File: config.mk
export PLATFORM = sky130hd
export DESIGN_NAME = sfr_regs
export DESIGN_NICKNAME = d
export VERILOG_FILES = /design/src/sfr_pkg.sv /design/src/sfr_voice_if.sv /design/src/sfr_regs.sv /design/src/sfr_voice.sv
export VERILOG_INCLUDE_DIRS = /design/src
export SDC_FILE = /design/constraint.sdc
export NUM_CORES = 2
export LEC_CHECK = 0
export ABC_AREA = 1
export ABC_CLOCK_PERIOD_IN_PS = 23400
export BUFFER_PORTS_ARGS = -buffer_cell sky130_fd_sc_hd__buf_4
export CAP_MARGIN = 20
export CORE_ASPECT_RATIO = 0.7
export CORE_UTILIZATION = 24
export DETAILED_ROUTE_END_ITERATION = 12
export PLACE_DENSITY = 0.38
export SETUP_SLACK_MARGIN = 0.15
export SKIP_LAST_GASP = 1
export SYNTH_ARGS = -nofsm -noshare
export SYNTH_HDL_FRONTEND = slang
export SYNTH_SLANG_ARGS = --single-unit
File: constraint.sdc
create_clock -name core_clk -period 23.4 [get_ports core_clk]
set_input_delay 3.51 -clock core_clk [delete_from_list [all_inputs] [get_ports core_clk]]
set_output_delay 3.51 -clock core_clk [all_outputs]
set_load 0.1 [all_outputs]
File: src/sfr_cfg.svh
// Purpose: constants for the synth filter and readback register block
// Assumes: core clock 10 MHz, master clock enable 1 MHz
// Notes: offsets are register indices on the 5-bit address pins
`ifndef SFR_CFG_SVH
`define SFR_CFG_SVH
`define SFR_CLK_HZ 10000000
`define SFR_MCLK_HZ 1000000
`define SFR_TICK_DIV (`SFR_CLK_HZ / `SFR_MCLK_HZ)
`define SFR_NUM_RW 25
`define SFR_GROUP 7
`define SFR_V_FREQ_LO 0
`define SFR_V_FREQ_HI 1
`define SFR_V_PW_LO 2
`define SFR_V_PW_HI 3
`define SFR_V_CTRL 4
`define SFR_V_AD 5
`define SFR_V_SR 6
`define SFR_A_CUT_LO 5'h15
`define SFR_A_CUT_HI 5'h16
`define SFR_A_ROUTE 5'h17
`define SFR_A_RESP 5'h18
`define SFR_A_PADX 5'h19
`define SFR_A_PADY 5'h1A
`define SFR_A_OSC3 5'h1B
`define SFR_A_ENV3 5'h1C
`define SFR_CB_GATE 0
`define SFR_CB_SYNC 1
`define SFR_CB_RING 2
`define SFR_CB_TEST 3
`define SFR_CB_TRI 4
`define SFR_CB_SAW 5
`define SFR_CB_PUL 6
`define SFR_CB_NOI 7
`define SFR_RB_V3_OFF 7
`define SFR_PAD_LAST 9'h1FF
`define SFR_PAD_MAX 8'hFF
`define SFR_ENV_SHIFT 3
`endif

File: src/sfr_pkg.sv
// Purpose: shared types of the synth register block
// Assumes: nothing
// Notes: constants live in sfr_cfg.svh
package sfr_pkg;
  typedef enum logic [1:0] {ENV_ATTACK, ENV_DECAY, ENV_SUSTAIN, ENV_RELEASE} sfr_env_t;
  typedef logic [7:0] sfr_byte_t;
endpackage : sfr_pkg

File: src/sfr_voice_if.sv
// Purpose: register settings into a voice, waveform and envelope out
// Assumes: single core clock
// Notes: one instance per voice
`timescale 1ns/1ps
interface sfr_voice_if;
  logic [15:0] freq;
  logic [11:0] pw;
  sfr_pkg::sfr_byte_t ctrl;
  sfr_pkg::sfr_byte_t ad;
  sfr_pkg::sfr_byte_t sr;
  logic [11:0] wave;
  sfr_pkg::sfr_byte_t env;
  logic ovf;
  logic msb;
  modport regs (output freq, pw, ctrl, ad, sr, input wave, env, ovf, msb);
  modport voice (input freq, pw, ctrl, ad, sr, output wave, env, ovf, msb);
endinterface : sfr_voice_if

File: src/sfr_regs.sv
// Purpose: synth register bank, mixer control and readback
// Assumes: bus pins asynchronous to core_clk, sampled through two flops
// Notes: writes commit at the falling edge of the bus clock phase
`timescale 1ns/1ps
`include "sfr_cfg.svh"
module sfr_regs (
  input wire logic core_clk,
  input wire logic rst_n,
  input wire logic chip_reset_n,
  input wire logic bus_phase,
  input wire logic cs_n,
  input wire logic rw,
  input wire logic [4:0] addr,
  input wire logic [7:0] data_in,
  output logic [7:0] data_out,
  output logic data_oe_n,
  input wire logic paddle_x_in,
  input wire logic paddle_y_in,
  output logic paddle_dump_out,
  output logic paddle_dump_oe_n,
  input wire logic [7:0] ext_in,
  output logic [13:0] audio_direct,
  output logic [9:0] filter_input,
  output logic [10:0] cutoff_value,
  output logic [3:0] peak_emphasis,
  output logic lowpass_select,
  output logic bandpass_select,
  output logic upper_band_select,
  output logic [3:0] master_level
);
  // -----------------------------------------------------------------
  // reset and pin synchronisers
  // -----------------------------------------------------------------
  logic [1:0] rst_sync_reg;
  logic rst_s_n;
  logic [18:0] pin_s1_reg, pin_s2_reg;
  logic ph_s, cs_s, rw_s, chip_clr;
  logic [4:0] addr_s;
  logic [7:0] data_s;
  logic [1:0] pad_s;
  logic ph_p_reg, cs_p_reg, rw_p_reg;
  logic [4:0] addr_p_reg;
  logic [7:0] data_p_reg;

  always_ff @(posedge core_clk or negedge rst_n)
    if (!rst_n)
      rst_sync_reg <= 2'h0;
    else
      rst_sync_reg <= {rst_sync_reg[0], 1'b1};
  assign rst_s_n = rst_sync_reg[1];

  always_ff @(posedge core_clk or negedge rst_s_n)
    if (!rst_s_n)
    begin
      pin_s1_reg <= 19'h7FFFF;
      pin_s2_reg <= 19'h7FFFF;
    end
    else
    begin
      pin_s1_reg <= {bus_phase, cs_n, rw, addr, data_in, chip_reset_n,
                     paddle_y_in, paddle_x_in};
      pin_s2_reg <= pin_s1_reg;
    end
  assign {ph_s, cs_s, rw_s, addr_s, data_s} = pin_s2_reg[18:3];
  assign pad_s = pin_s2_reg[1:0];
  assign chip_clr = ~pin_s2_reg[2];

  always_ff @(posedge core_clk or negedge rst_s_n)
    if (!rst_s_n)
    begin
      ph_p_reg <= 1'b0;
      cs_p_reg <= 1'b1;
      rw_p_reg <= 1'b1;
      addr_p_reg <= 5'h00;
      data_p_reg <= 8'h00;
    end
    else
    begin
      ph_p_reg <= ph_s;
      cs_p_reg <= cs_s;
      rw_p_reg <= rw_s;
      addr_p_reg <= addr_s;
      data_p_reg <= data_s;
    end

  // -----------------------------------------------------------------
  // master clock enable
  // -----------------------------------------------------------------
  logic [3:0] div_reg;
  logic tick;
  assign tick = (div_reg == 4'(`SFR_TICK_DIV - 1));
  always_ff @(posedge core_clk or negedge rst_s_n)
    if (!rst_s_n)
      div_reg <= 4'h0;
    else
      div_reg <= tick ? 4'h0 : div_reg + 4'h1;

  // -----------------------------------------------------------------
  // register file and bus
  // -----------------------------------------------------------------
  sfr_pkg::sfr_byte_t rw_regs [0:`SFR_NUM_RW-1];
  sfr_pkg::sfr_byte_t pad_regs [0:1];
  logic wr_stb, rd_sel;
  logic [11:0] wave3;
  sfr_pkg::sfr_byte_t env3, rd_mux, data_out_reg;

  // write on phase falling edge, select low
  assign wr_stb = ph_p_reg & ~ph_s & ~cs_p_reg & ~rw_p_reg;
  assign rd_sel = ph_s & ~cs_s & rw_s;
  assign data_oe_n = ~rd_sel;
  assign data_out = data_out_reg;

  always_ff @(posedge core_clk or negedge rst_s_n)
    if (!rst_s_n)
    begin
      for (int k = 0; k < `SFR_NUM_RW; k++)
        rw_regs[k] <= 8'h00;
    end
    else if (chip_clr)
    begin
      for (int k = 0; k < `SFR_NUM_RW; k++)
        rw_regs[k] <= 8'h00;
    end
    else if (wr_stb && addr_p_reg < 5'(`SFR_NUM_RW))
      rw_regs[addr_p_reg] <= data_p_reg;

  assign rd_mux = (addr_s == `SFR_A_PADX) ? pad_regs[0]
    : (addr_s == `SFR_A_PADY) ? pad_regs[1]
    : (addr_s == `SFR_A_OSC3) ? wave3[11:4]
    : (addr_s == `SFR_A_ENV3) ? env3 : 8'h00;

  always_ff @(posedge core_clk or negedge rst_s_n)
    if (!rst_s_n)
      data_out_reg <= 8'h00;
    else
      data_out_reg <= rd_mux;

  // -----------------------------------------------------------------
  // voices
  // -----------------------------------------------------------------
  sfr_voice_if vif [3] ();
  sfr_pkg::sfr_byte_t amp [0:2];
  logic [15:0] prod [0:2];

  genvar gv;
  generate
    for (gv = 0; gv < 3; gv++)
    begin : g_voice
      localparam int B = gv * `SFR_GROUP;
      assign vif[gv].freq = {rw_regs[B + `SFR_V_FREQ_HI], rw_regs[B + `SFR_V_FREQ_LO]};
      assign vif[gv].pw = {rw_regs[B + `SFR_V_PW_HI][3:0], rw_regs[B + `SFR_V_PW_LO]};
      assign vif[gv].ctrl = rw_regs[B + `SFR_V_CTRL];
      assign vif[gv].ad = rw_regs[B + `SFR_V_AD];
      assign vif[gv].sr = rw_regs[B + `SFR_V_SR];
      assign prod[gv] = vif[gv].wave[11:4] * vif[gv].env;
      assign amp[gv] = prod[gv][15:8];
      sfr_voice u_voice (
        .core_clk(core_clk),
        .rst_n(rst_s_n),
        .clr(chip_clr),
        .tick(tick),
        .src_ovf(vif[(gv + 2) % 3].ovf),
        .src_msb(vif[(gv + 2) % 3].msb),
        .vif(vif[gv])
      );
    end
  endgenerate
  assign wave3 = vif[2].wave;
  assign env3 = vif[2].env;

  // -----------------------------------------------------------------
  // filter controls and mixer
  // -----------------------------------------------------------------
  sfr_pkg::sfr_byte_t route, resp;
  sfr_pkg::sfr_byte_t dir_amp [0:3];
  sfr_pkg::sfr_byte_t flt_amp [0:3];
  sfr_pkg::sfr_byte_t src_amp [0:3];
  logic [9:0] dir_sum, flt_sum;
  logic [13:0] audio_reg;
  logic [9:0] filt_reg;

  assign route = rw_regs[`SFR_A_ROUTE];
  assign resp = rw_regs[`SFR_A_RESP];
  assign cutoff_value = {rw_regs[`SFR_A_CUT_HI], rw_regs[`SFR_A_CUT_LO][2:0]};
  assign peak_emphasis = route[7:4];
  assign lowpass_select = resp[4];
  assign bandpass_select = resp[5];
  assign upper_band_select = resp[6];
  assign master_level = resp[3:0];
  assign src_amp[0] = amp[0];
  assign src_amp[1] = amp[1];
  assign src_amp[2] = amp[2];
  assign src_amp[3] = ext_in;

  generate
    for (gv = 0; gv < 4; gv++)
    begin : g_route
      assign flt_amp[gv] = route[gv] ? src_amp[gv] : 8'h00;
      if (gv == 2)
      begin : g_v3
        assign dir_amp[gv] = (route[gv] || resp[`SFR_RB_V3_OFF]) ? 8'h00 : src_amp[gv];
      end
      else
      begin : g_vn
        assign dir_amp[gv] = route[gv] ? 8'h00 : src_amp[gv];
      end
    end
  endgenerate

  assign dir_sum = {2'h0, dir_amp[0]} + {2'h0, dir_amp[1]} + {2'h0, dir_amp[2]}
    + {2'h0, dir_amp[3]};
  assign flt_sum = {2'h0, flt_amp[0]} + {2'h0, flt_amp[1]} + {2'h0, flt_amp[2]}
    + {2'h0, flt_amp[3]};

  always_ff @(posedge core_clk or negedge rst_s_n)
    if (!rst_s_n)
    begin
      audio_reg <= 14'h0000;
      filt_reg <= 10'h000;
    end
    else
    begin
      audio_reg <= dir_sum * master_level;
      filt_reg <= flt_sum;
    end
  assign audio_direct = audio_reg;
  assign filter_input = filt_reg;

  // -----------------------------------------------------------------
  // paddle conversion
  // -----------------------------------------------------------------
  logic [8:0] phase_reg;
  logic pad_end;
  sfr_pkg::sfr_byte_t cnt_regs [0:1];

  assign pad_end = tick && (phase_reg == `SFR_PAD_LAST);
  // first half discharges the timing capacitor
  assign paddle_dump_out = 1'b0;
  assign paddle_dump_oe_n = phase_reg[8];

  always_ff @(posedge core_clk or negedge rst_s_n)
    if (!rst_s_n)
      phase_reg <= 9'h000;
    else if (tick)
      phase_reg <= phase_reg + 9'h001;

  generate
    for (gv = 0; gv < 2; gv++)
    begin : g_pad
      always_ff @(posedge core_clk or negedge rst_s_n)
        if (!rst_s_n)
        begin
          cnt_regs[gv] <= 8'h00;
          pad_regs[gv] <= 8'h00;
        end
        else if (tick)
        begin
          if (!phase_reg[8])
            cnt_regs[gv] <= 8'h00;
          else if (!pad_s[gv] && cnt_regs[gv] != `SFR_PAD_MAX)
            cnt_regs[gv] <= cnt_regs[gv] + 8'h01;
          if (pad_end)
            pad_regs[gv] <= cnt_regs[gv];
        end
    end
  endgenerate
endmodule : sfr_regs

File: src/sfr_voice.sv
// Purpose: one oscillator with envelope
// Assumes: tick is a one-cycle master clock enable
// Notes: neighbour oscillator drives phase lock and product modulation
`timescale 1ns/1ps
`include "sfr_cfg.svh"
module sfr_voice (
  input wire logic core_clk,
  input wire logic rst_n,
  input wire logic clr,
  input wire logic tick,
  input wire logic src_ovf,
  input wire logic src_msb,
  sfr_voice_if.voice vif
);
  logic [23:0] acc_reg;
  logic [22:0] lfsr_reg;
  logic [15:0] div_reg;
  logic [11:0] wave_reg;
  sfr_pkg::sfr_byte_t env_reg;
  sfr_pkg::sfr_env_t st_reg;
  logic b19_reg;
  logic [24:0] sum;
  logic test, lock, gate, tri_msb, step, any;
  logic [11:0] tri_w, saw_w, pul_w, noi_w, mix_w;
  logic [3:0] rate;
  logic [15:0] base, period;
  logic [7:0] sus;

  assign sum = {1'b0, acc_reg} + {9'h000, vif.freq};
  assign test = vif.ctrl[`SFR_CB_TEST];
  assign gate = vif.ctrl[`SFR_CB_GATE];
  assign lock = vif.ctrl[`SFR_CB_SYNC] & src_ovf;
  assign vif.ovf = tick & ~acc_reg[23] & sum[23];
  assign vif.msb = acc_reg[23];
  assign tri_msb = vif.ctrl[`SFR_CB_RING] ? (acc_reg[23] ^ src_msb) : acc_reg[23];
  assign tri_w = {acc_reg[22:12] ^ {11{tri_msb}}, 1'b0};
  assign saw_w = acc_reg[23:12];
  assign pul_w = (acc_reg[23:12] >= vif.pw) ? 12'hFFF : 12'h000;
  assign noi_w = {lfsr_reg[22:18], lfsr_reg[14:8]};
  assign any = |vif.ctrl[`SFR_CB_NOI:`SFR_CB_TRI];
  // selected waveforms are ANDed
  assign mix_w = (vif.ctrl[`SFR_CB_TRI] ? tri_w : 12'hFFF)
    & (vif.ctrl[`SFR_CB_SAW] ? saw_w : 12'hFFF)
    & (vif.ctrl[`SFR_CB_PUL] ? pul_w : 12'hFFF)
    & (vif.ctrl[`SFR_CB_NOI] ? noi_w : 12'hFFF);
  assign vif.wave = wave_reg;
  assign vif.env = env_reg;
  assign rate = (st_reg == sfr_pkg::ENV_ATTACK) ? vif.ad[7:4]
    : (st_reg == sfr_pkg::ENV_DECAY) ? vif.ad[3:0] : vif.sr[3:0];
  assign base = ({12'h000, rate} + 16'h0001) << `SFR_ENV_SHIFT;
  assign period = (st_reg == sfr_pkg::ENV_ATTACK) ? base : base + (base << 1);
  assign step = tick && (div_reg >= period - 16'h0001);
  assign sus = {vif.sr[7:4], vif.sr[7:4]};

  always_ff @(posedge core_clk or negedge rst_n)
    if (!rst_n)
    begin
      acc_reg <= 24'h000000;
      lfsr_reg <= 23'h000000;
      b19_reg <= 1'b0;
      wave_reg <= 12'h000;
    end
    else if (clr || (tick && (test || lock)))
    begin
      acc_reg <= 24'h000000;
      lfsr_reg <= 23'h000000;
      b19_reg <= 1'b0;
      wave_reg <= 12'h000;
    end
    else
    begin
      wave_reg <= any ? mix_w : 12'h000;
      if (tick)
      begin
        acc_reg <= sum[23:0];
        b19_reg <= acc_reg[19];
        if (acc_reg[19] && !b19_reg)
          lfsr_reg <= {lfsr_reg[21:0], ~(lfsr_reg[22] ^ lfsr_reg[17])};
      end
    end

  always_ff @(posedge core_clk or negedge rst_n)
    if (!rst_n)
      div_reg <= 16'h0000;
    else if (clr || step)
      div_reg <= 16'h0000;
    else if (tick)
      div_reg <= div_reg + 16'h0001;

  // envelope ramps; gate changes act at once
  always_ff @(posedge core_clk or negedge rst_n)
    if (!rst_n)
    begin
      st_reg <= sfr_pkg::ENV_RELEASE;
      env_reg <= 8'h00;
    end
    else if (clr)
    begin
      st_reg <= sfr_pkg::ENV_RELEASE;
      env_reg <= 8'h00;
    end
    else if (gate && st_reg == sfr_pkg::ENV_RELEASE)
      st_reg <= sfr_pkg::ENV_ATTACK;
    else if (!gate && st_reg != sfr_pkg::ENV_RELEASE)
      st_reg <= sfr_pkg::ENV_RELEASE;
    else if (step)
      case (st_reg)
        sfr_pkg::ENV_ATTACK:
          if (env_reg == 8'hFF)
            st_reg <= sfr_pkg::ENV_DECAY;
          else
            env_reg <= env_reg + 8'h01;
        sfr_pkg::ENV_DECAY:
          if (env_reg <= sus)
            st_reg <= sfr_pkg::ENV_SUSTAIN;
          else
            env_reg <= env_reg - 8'h01;
        sfr_pkg::ENV_SUSTAIN:
          if (env_reg > sus)
            st_reg <= sfr_pkg::ENV_DECAY;
        sfr_pkg::ENV_RELEASE:
          if (env_reg != 8'h00)
            env_reg <= env_reg - 8'h01;
        default:
          st_reg <= sfr_pkg::ENV_RELEASE;
      endcase
endmodule : sfr_voice

# Yosys cells after proc, flatten, opt, wreduce, memory -nomap -nowiden
# Cells that the tools add are included.
# classes
n_addsub	31
multipliers	4
order_cmp	15
n_eq_ne	62
n_mux	130
n_bitwise	45
reduce_logical	68
# ops
op	n
$mux W200	2
$mux W8	38
$mux W12	21
$mux W23	9
$bwmux W200	1
$mux W16	9
$mux W24	6
$and A12 B12 Y12	9
$add A24 B16 Y24	3
$pmux W8 S3	3
$add A16 B1 Y16 const B	3
$add A16 B16 Y16	3
$ge A16 B16 Y1	3
$mul A8 B8 Y16	3
$sub A16 B1 Y16 const B	3
$mux W2	21
$add A8 B1 Y8 const B	5
$demux W8 S5	1
$ge A12 B12 Y1	3
$xor A11 B11 Y11	3
$ne A5 B5 Y1 const B	6
$mux W4	7
$ne A3 B3 Y1 const B	9
$eq A8 B8 Y1 const B	3
40 further kinds	181
# totals
register_bits	591
inputBits	29
output_inout_bits	57
wordCells	418

# Longest topological paths before layout
# depth
ltp_word	13
mapped_depth	44
ltp_nobuf	43

# By module
# Synthesis repeated with hierarchy kept, for this count alone.
# unflattened
hier_cells	5088
area_unflattened_um2	40751.6
# by_module_without_submodules
module	instances	cells_each	area_each_um2	seq_area_each_um2
sfr_regs	1	2547	21471.8	7957.6
sfr_voice at g_voice[2].u_voice	1	855	6478.7	2154.6
sfr_voice at g_voice[1].u_voice	1	853	6454.9	2154.6
sfr_voice at g_voice[0].u_voice	1	833	6346.1	2154.6

# Worst setup path after synthesis
# Ideal clock, no wire load.
# synth_timing
path_type	register to register
start	register g_voice[1].u_voice.env_reg[7]
end	register audio_reg[11], in the netlist audio_direct[11]
setup_ps	80
arrival_time_ps	8392
t_required_ps	23320
slack_ps	14928
path_stages_with_launch	39
path_buffers	1
synth_period_minus_slack_ps	8472
cell_sequence	dfrtp_1 clkbuf_1 nand2_1 fa_1 fa_1 inv_1 fa_1 fa_1 ha_1 nand2_1 inv_1 nand3_1 or3_1 inv_1 o21ai_0 nand2_1 nor2_1 fa_1 [3 not listed] ha_1 inv_1 o21ai_0 a21oi_1 o21ai_0 xor2_1 nor2_1 fa_1 inv_1 fa_1 inv_1 ha_1 a21oi_1 o21ai_0 a21oi_1 nor2_1 nor2_1 xnor2_1
# synth_via
elab_chain_cells	6
# synth_lines
item	line_no	source
start: declaration	sfr_voice.sv:19	sfr_pkg::sfr_byte_t env_reg;
start signal: assignment	sfr_voice.sv:112	env_reg <= env_reg + 8'h01;
start signal: assignment	sfr_voice.sv:117	env_reg <= env_reg - 8'h01;
start signal: assignment	sfr_voice.sv:123	env_reg <= env_reg - 8'h01;
$mul A8 B8 Y16	sfr_regs.sv:155	assign prod[gv] = vif[gv].wave[11:4] * vif[gv].env;
$mux W8	sfr_regs.sv:205	assign dir_amp[gv] = route[gv] ? 8'h00 : src_amp[gv];
$add A8 B8 Y9	sfr_regs.sv:210	assign dir_sum = {2'h0, dir_amp[0]} + {2'h0, dir_amp[1]} + {2'h0, dir_amp[2]}
$add A9 B8 Y10	sfr_regs.sv:210	
$add A10 B8 Y10	sfr_regs.sv:211	+ {2'h0, dir_amp[3]};
$mul A10 B4 Y14	sfr_regs.sv:223	audio_reg <= dir_sum * master_level;
end signal: assignment	sfr_regs.sv:223	
end: declaration	sfr_regs.sv:179	logic [13:0] audio_reg;
# Every way passes these cells.
# A chain may end at the register's enable or synchronous reset.

# Worst setup path after layout
# layout_timing
start	register g_voice[2].u_voice.env_reg[4]
end	register audio_reg[11], in the netlist audio_direct[11]
# layout_via
elab_chain_cells	5
# layout_lines
item	line_no	source
start: declaration	sfr_voice.sv:19	
start signal: assignment	sfr_voice.sv:112	
start signal: assignment	sfr_voice.sv:117	
start signal: assignment	sfr_voice.sv:123	
$mul A8 B8 Y16	sfr_regs.sv:155	
$mux W8	sfr_regs.sv:201	assign dir_amp[gv] = (route[gv] || resp[`SFR_RB_V3_OFF]) ? 8'h00 : src_amp[gv];
$add A9 B8 Y10	sfr_regs.sv:210	
$add A10 B8 Y10	sfr_regs.sv:211	
$mul A10 B4 Y14	sfr_regs.sv:223	
# Every way passes these cells.

==> results.md <==
- Die footprint: 169,000 sq um
- Die W: 491 um
- Ratio of final minimum period to clock period: 39.7%
- Clock Skew: 48.0 ps
- CP required: 24,020 ps
- CP Capture Type: register
- # resized after CTS: 0
- Fraction of the mapped netlist area in compound gates: 9.99%
- Bufs and invs on worst path: 5
- Clock Pin Slew Worst Setup and Hold Paths: 60 ps
- #FFs+latches synth: 562
- Switching share of power: 33.2%
- Post-route DRC violation count: 0
- Synth Flop Type: dfrtp_1
- Worst path slowest cell: dfrtp_1
- Syn_nets: 5,640
- Relative max-transition margin: 29.0%
- Peak VDD IR: 0.0525 mV
- ANT nets after route: 0
- Area Growth Syn to Fin: 13.5%
- Hold buffers post-CTS: 0
- Hold Vio Cnt, Final: 0
- Final count of pins violating max slew: 0
- Post-Synth Simple-Gate Area: 23.6%
- Critical Path AT: 9920 ps
- Cts bufs inserted: 71
- Synth cell types: 54
- Max reg flops: 84
- Most frequent cells in the layout: nand2_1, inv_1, dfrtp_1
- Leading cell type in the layout, fill and taps excluded: nand2_1
- Placement Rows: 125
- Gate power share: 18.0%
- Min cycle time layout: 9300 ps
- Cell family with most CP delay: adder cells
- Highest clock rate: 0.108 GHz
- Crit-path max cell delay: 690 ps
- Root buffer cell: clkbuf_16
- Cell Area, Synth: 40,100 sq um
- Synth async-reset ratio: 100%
- Pwr dens: 61.7 nW/um^2
- Vias per cell: 4.45
- Worst hold-check path type: reg -> reg
- DR iter-0 viols: 2,385
- Internal power: 0.00188 W
- # H-tree levels: 3
- Crit Path Max Fanout: 14
- CP Class: reg -> reg
- DPL Wire Length: 89,600 um
- Initial antenna violation count: 7
- Worst slew pin tran: 1060 ps
- GR Overflow Total: 0
- Vias in the first global route: 32.6k
- Final GP Congestion: 0.834
- Clk_lat worst skew: 710 ps
- Starting density of the core: 24.2%
- Syn_area_per_cell: 7.85 sq um
- Outcome: finished, final reports clean
- Xor and xnor area share after synthesis: 2.90%
- Max Cap Violations: 0
- Multiplexer share of the synthesized area: 0.633%
- Mapped Cells: 5,115
- Die Ht: 344 um
- P_sw: 0.000933 W
- Routed via count: 33.0k
- RSZ-0062 raised after global routing: no
- Largest net degree at the start of global routing: 147
- I/O Pins: 86
- Initial DRT Pass Iterations: 7
- Adder-cell share of the synthesized area: 18.5%
- WL/cell: 16.6 um
- Utilization after layout: 27.5%
- Sink Count: 562
- CP startpoint kind: register
- Sequential-to-total area share from yosys stat: 35.2%
- Share of cells above drive strength 1: 6.62%
- Largest family of logic cells by synthesized area: simple AND/OR/NAND/NOR gates
- Number of synthesis warnings: 0
- Final nets: 5,646
- TNS Setup: 0 ps
- Detailed Route WL: 123,000 um
- CTS tree: built
- Cell leakage power: 22.8 nW
- Total GRT Usage: 14.7%
- Port Buffer Count: 84
- Number of flops mapped to enable cells by yosys: 0
- Clk network pwr share: 42.5%
- Core Box Area: 166,000 sq um
- Global-route wire length before repair: 195,000 um
- Post-CTS Setup Repair Bufs: 0
- Clk buf depth: 3
- Final setup fails: 0
- Most frequent CP cell: fa_1
- Sequential share of power: 39.5%
[power by group through the flow]
stage | combinational [W] | sequential, W | clock, W
global placement | 0.000506 | 0.00113 | 0
finish | 0.000505 | 0.00111 | 0.00119
global route | 0.000588 | 0.00112 | 0.00128
CTS | 0.000508 | 0.00111 | 0.00124
floorplan | 0.000426 | 0.00106 | 0
detailed placement | 0.000504 | 0.00113 | 0
[synth_stat cells (all sizes together), types with 14 or more instances]
library cell	instances	area, sq um
dfstp	46	1210
nand2	1202	4540
clkbuf	118	443
a22oi	16	120
ha	334	4180
nor2	431	1660
nand3	382	1940
xnor2	63	552
o21ai	347	1740
fa	162	3240
o22ai	63	394
nand4	94	607
nand3b	21	158
mux2i	22	220
buf	61	362
or2	14	87.6
inv	759	2850
a21oi	205	1030
o21bai	14	105
dfrtp	516	12900
xor2	70	613
o2111ai	25	219
nor3	56	295
[cell families after synthesis]
kind of cell               Yosys count
adders and majority gates          496
other                                2
AOI/OAI and AO/OA                  724
muxes                               25
buffers and inverters              945
and+or+nand+nor                   2228
xor gates and xnor gates           133
DFF                                562
[per-stage QoR]
| stage | hold slack (ps) | setup slack, ps | cells | power (W) | instance area [sq um] |
|---|---|---|---|---|---|
| after floorplan | 331 | 6660 | 5115 | 0.00149 | 40100 |
| after global routing | 356 | 13380 | 7401 | 0.00299 | 45600 |
| after global placement | 333 | 14310 | 7268 | 0.00163 | 43000 |
| final | 350 | 14100 | 7401 | 0.00281 | 45600 |
| after detailed placement | 338 | 14220 | 7268 | 0.00163 | 43000 |
| after CTS | 354 | 14160 | 7398 | 0.00286 | 45500 |
[path summary, 6_finish.rpt]
kind                                          startpoint                to  slack (ps)  depth (start not counted)
max in group asynchronous                rst_sync_reg[1]      vif[0].ad[0]       20250                          3
max                        g_voice[2].u_voice.vif.env[4]  audio_direct[11]       14100                         37
max reg2reg                g_voice[2].u_voice.vif.env[4]  audio_direct[11]       14100                         37
min reg2reg                              rst_sync_reg[0]   rst_sync_reg[1]         350                          0
min                                      rst_sync_reg[0]   rst_sync_reg[1]         350                          0
min in group asynchronous                rst_sync_reg[1]          ph_p_reg         400                          0
[per-layer routing]
metal  part of all wire, %  GRT usage [%]  vias to the layer above  wire [um]
li1                      -              -                    16500          -
met3                   4.4           2.49                      112       5350
met5                     0              0                        -          0
met2                    39           20.5                      496      47500
met4                   1.8           2.96                        0       2150
met1                    55           23.2                    15800      67600
[final cells by class]
type | instances | area [sq um]
clock inverter | 38 | 542
multi-input combinational | 3608 | 22400
sequential | 562 | 14100
fill | 18000 | 120000
antenna | 1 | 2.50
timing repair buffer | 112 | 876
clock buffer | 92 | 1990
inverter | 766 | 2880
tap | 2222 | 2780
No activity file was read; power rests on OpenSTA's default activity.
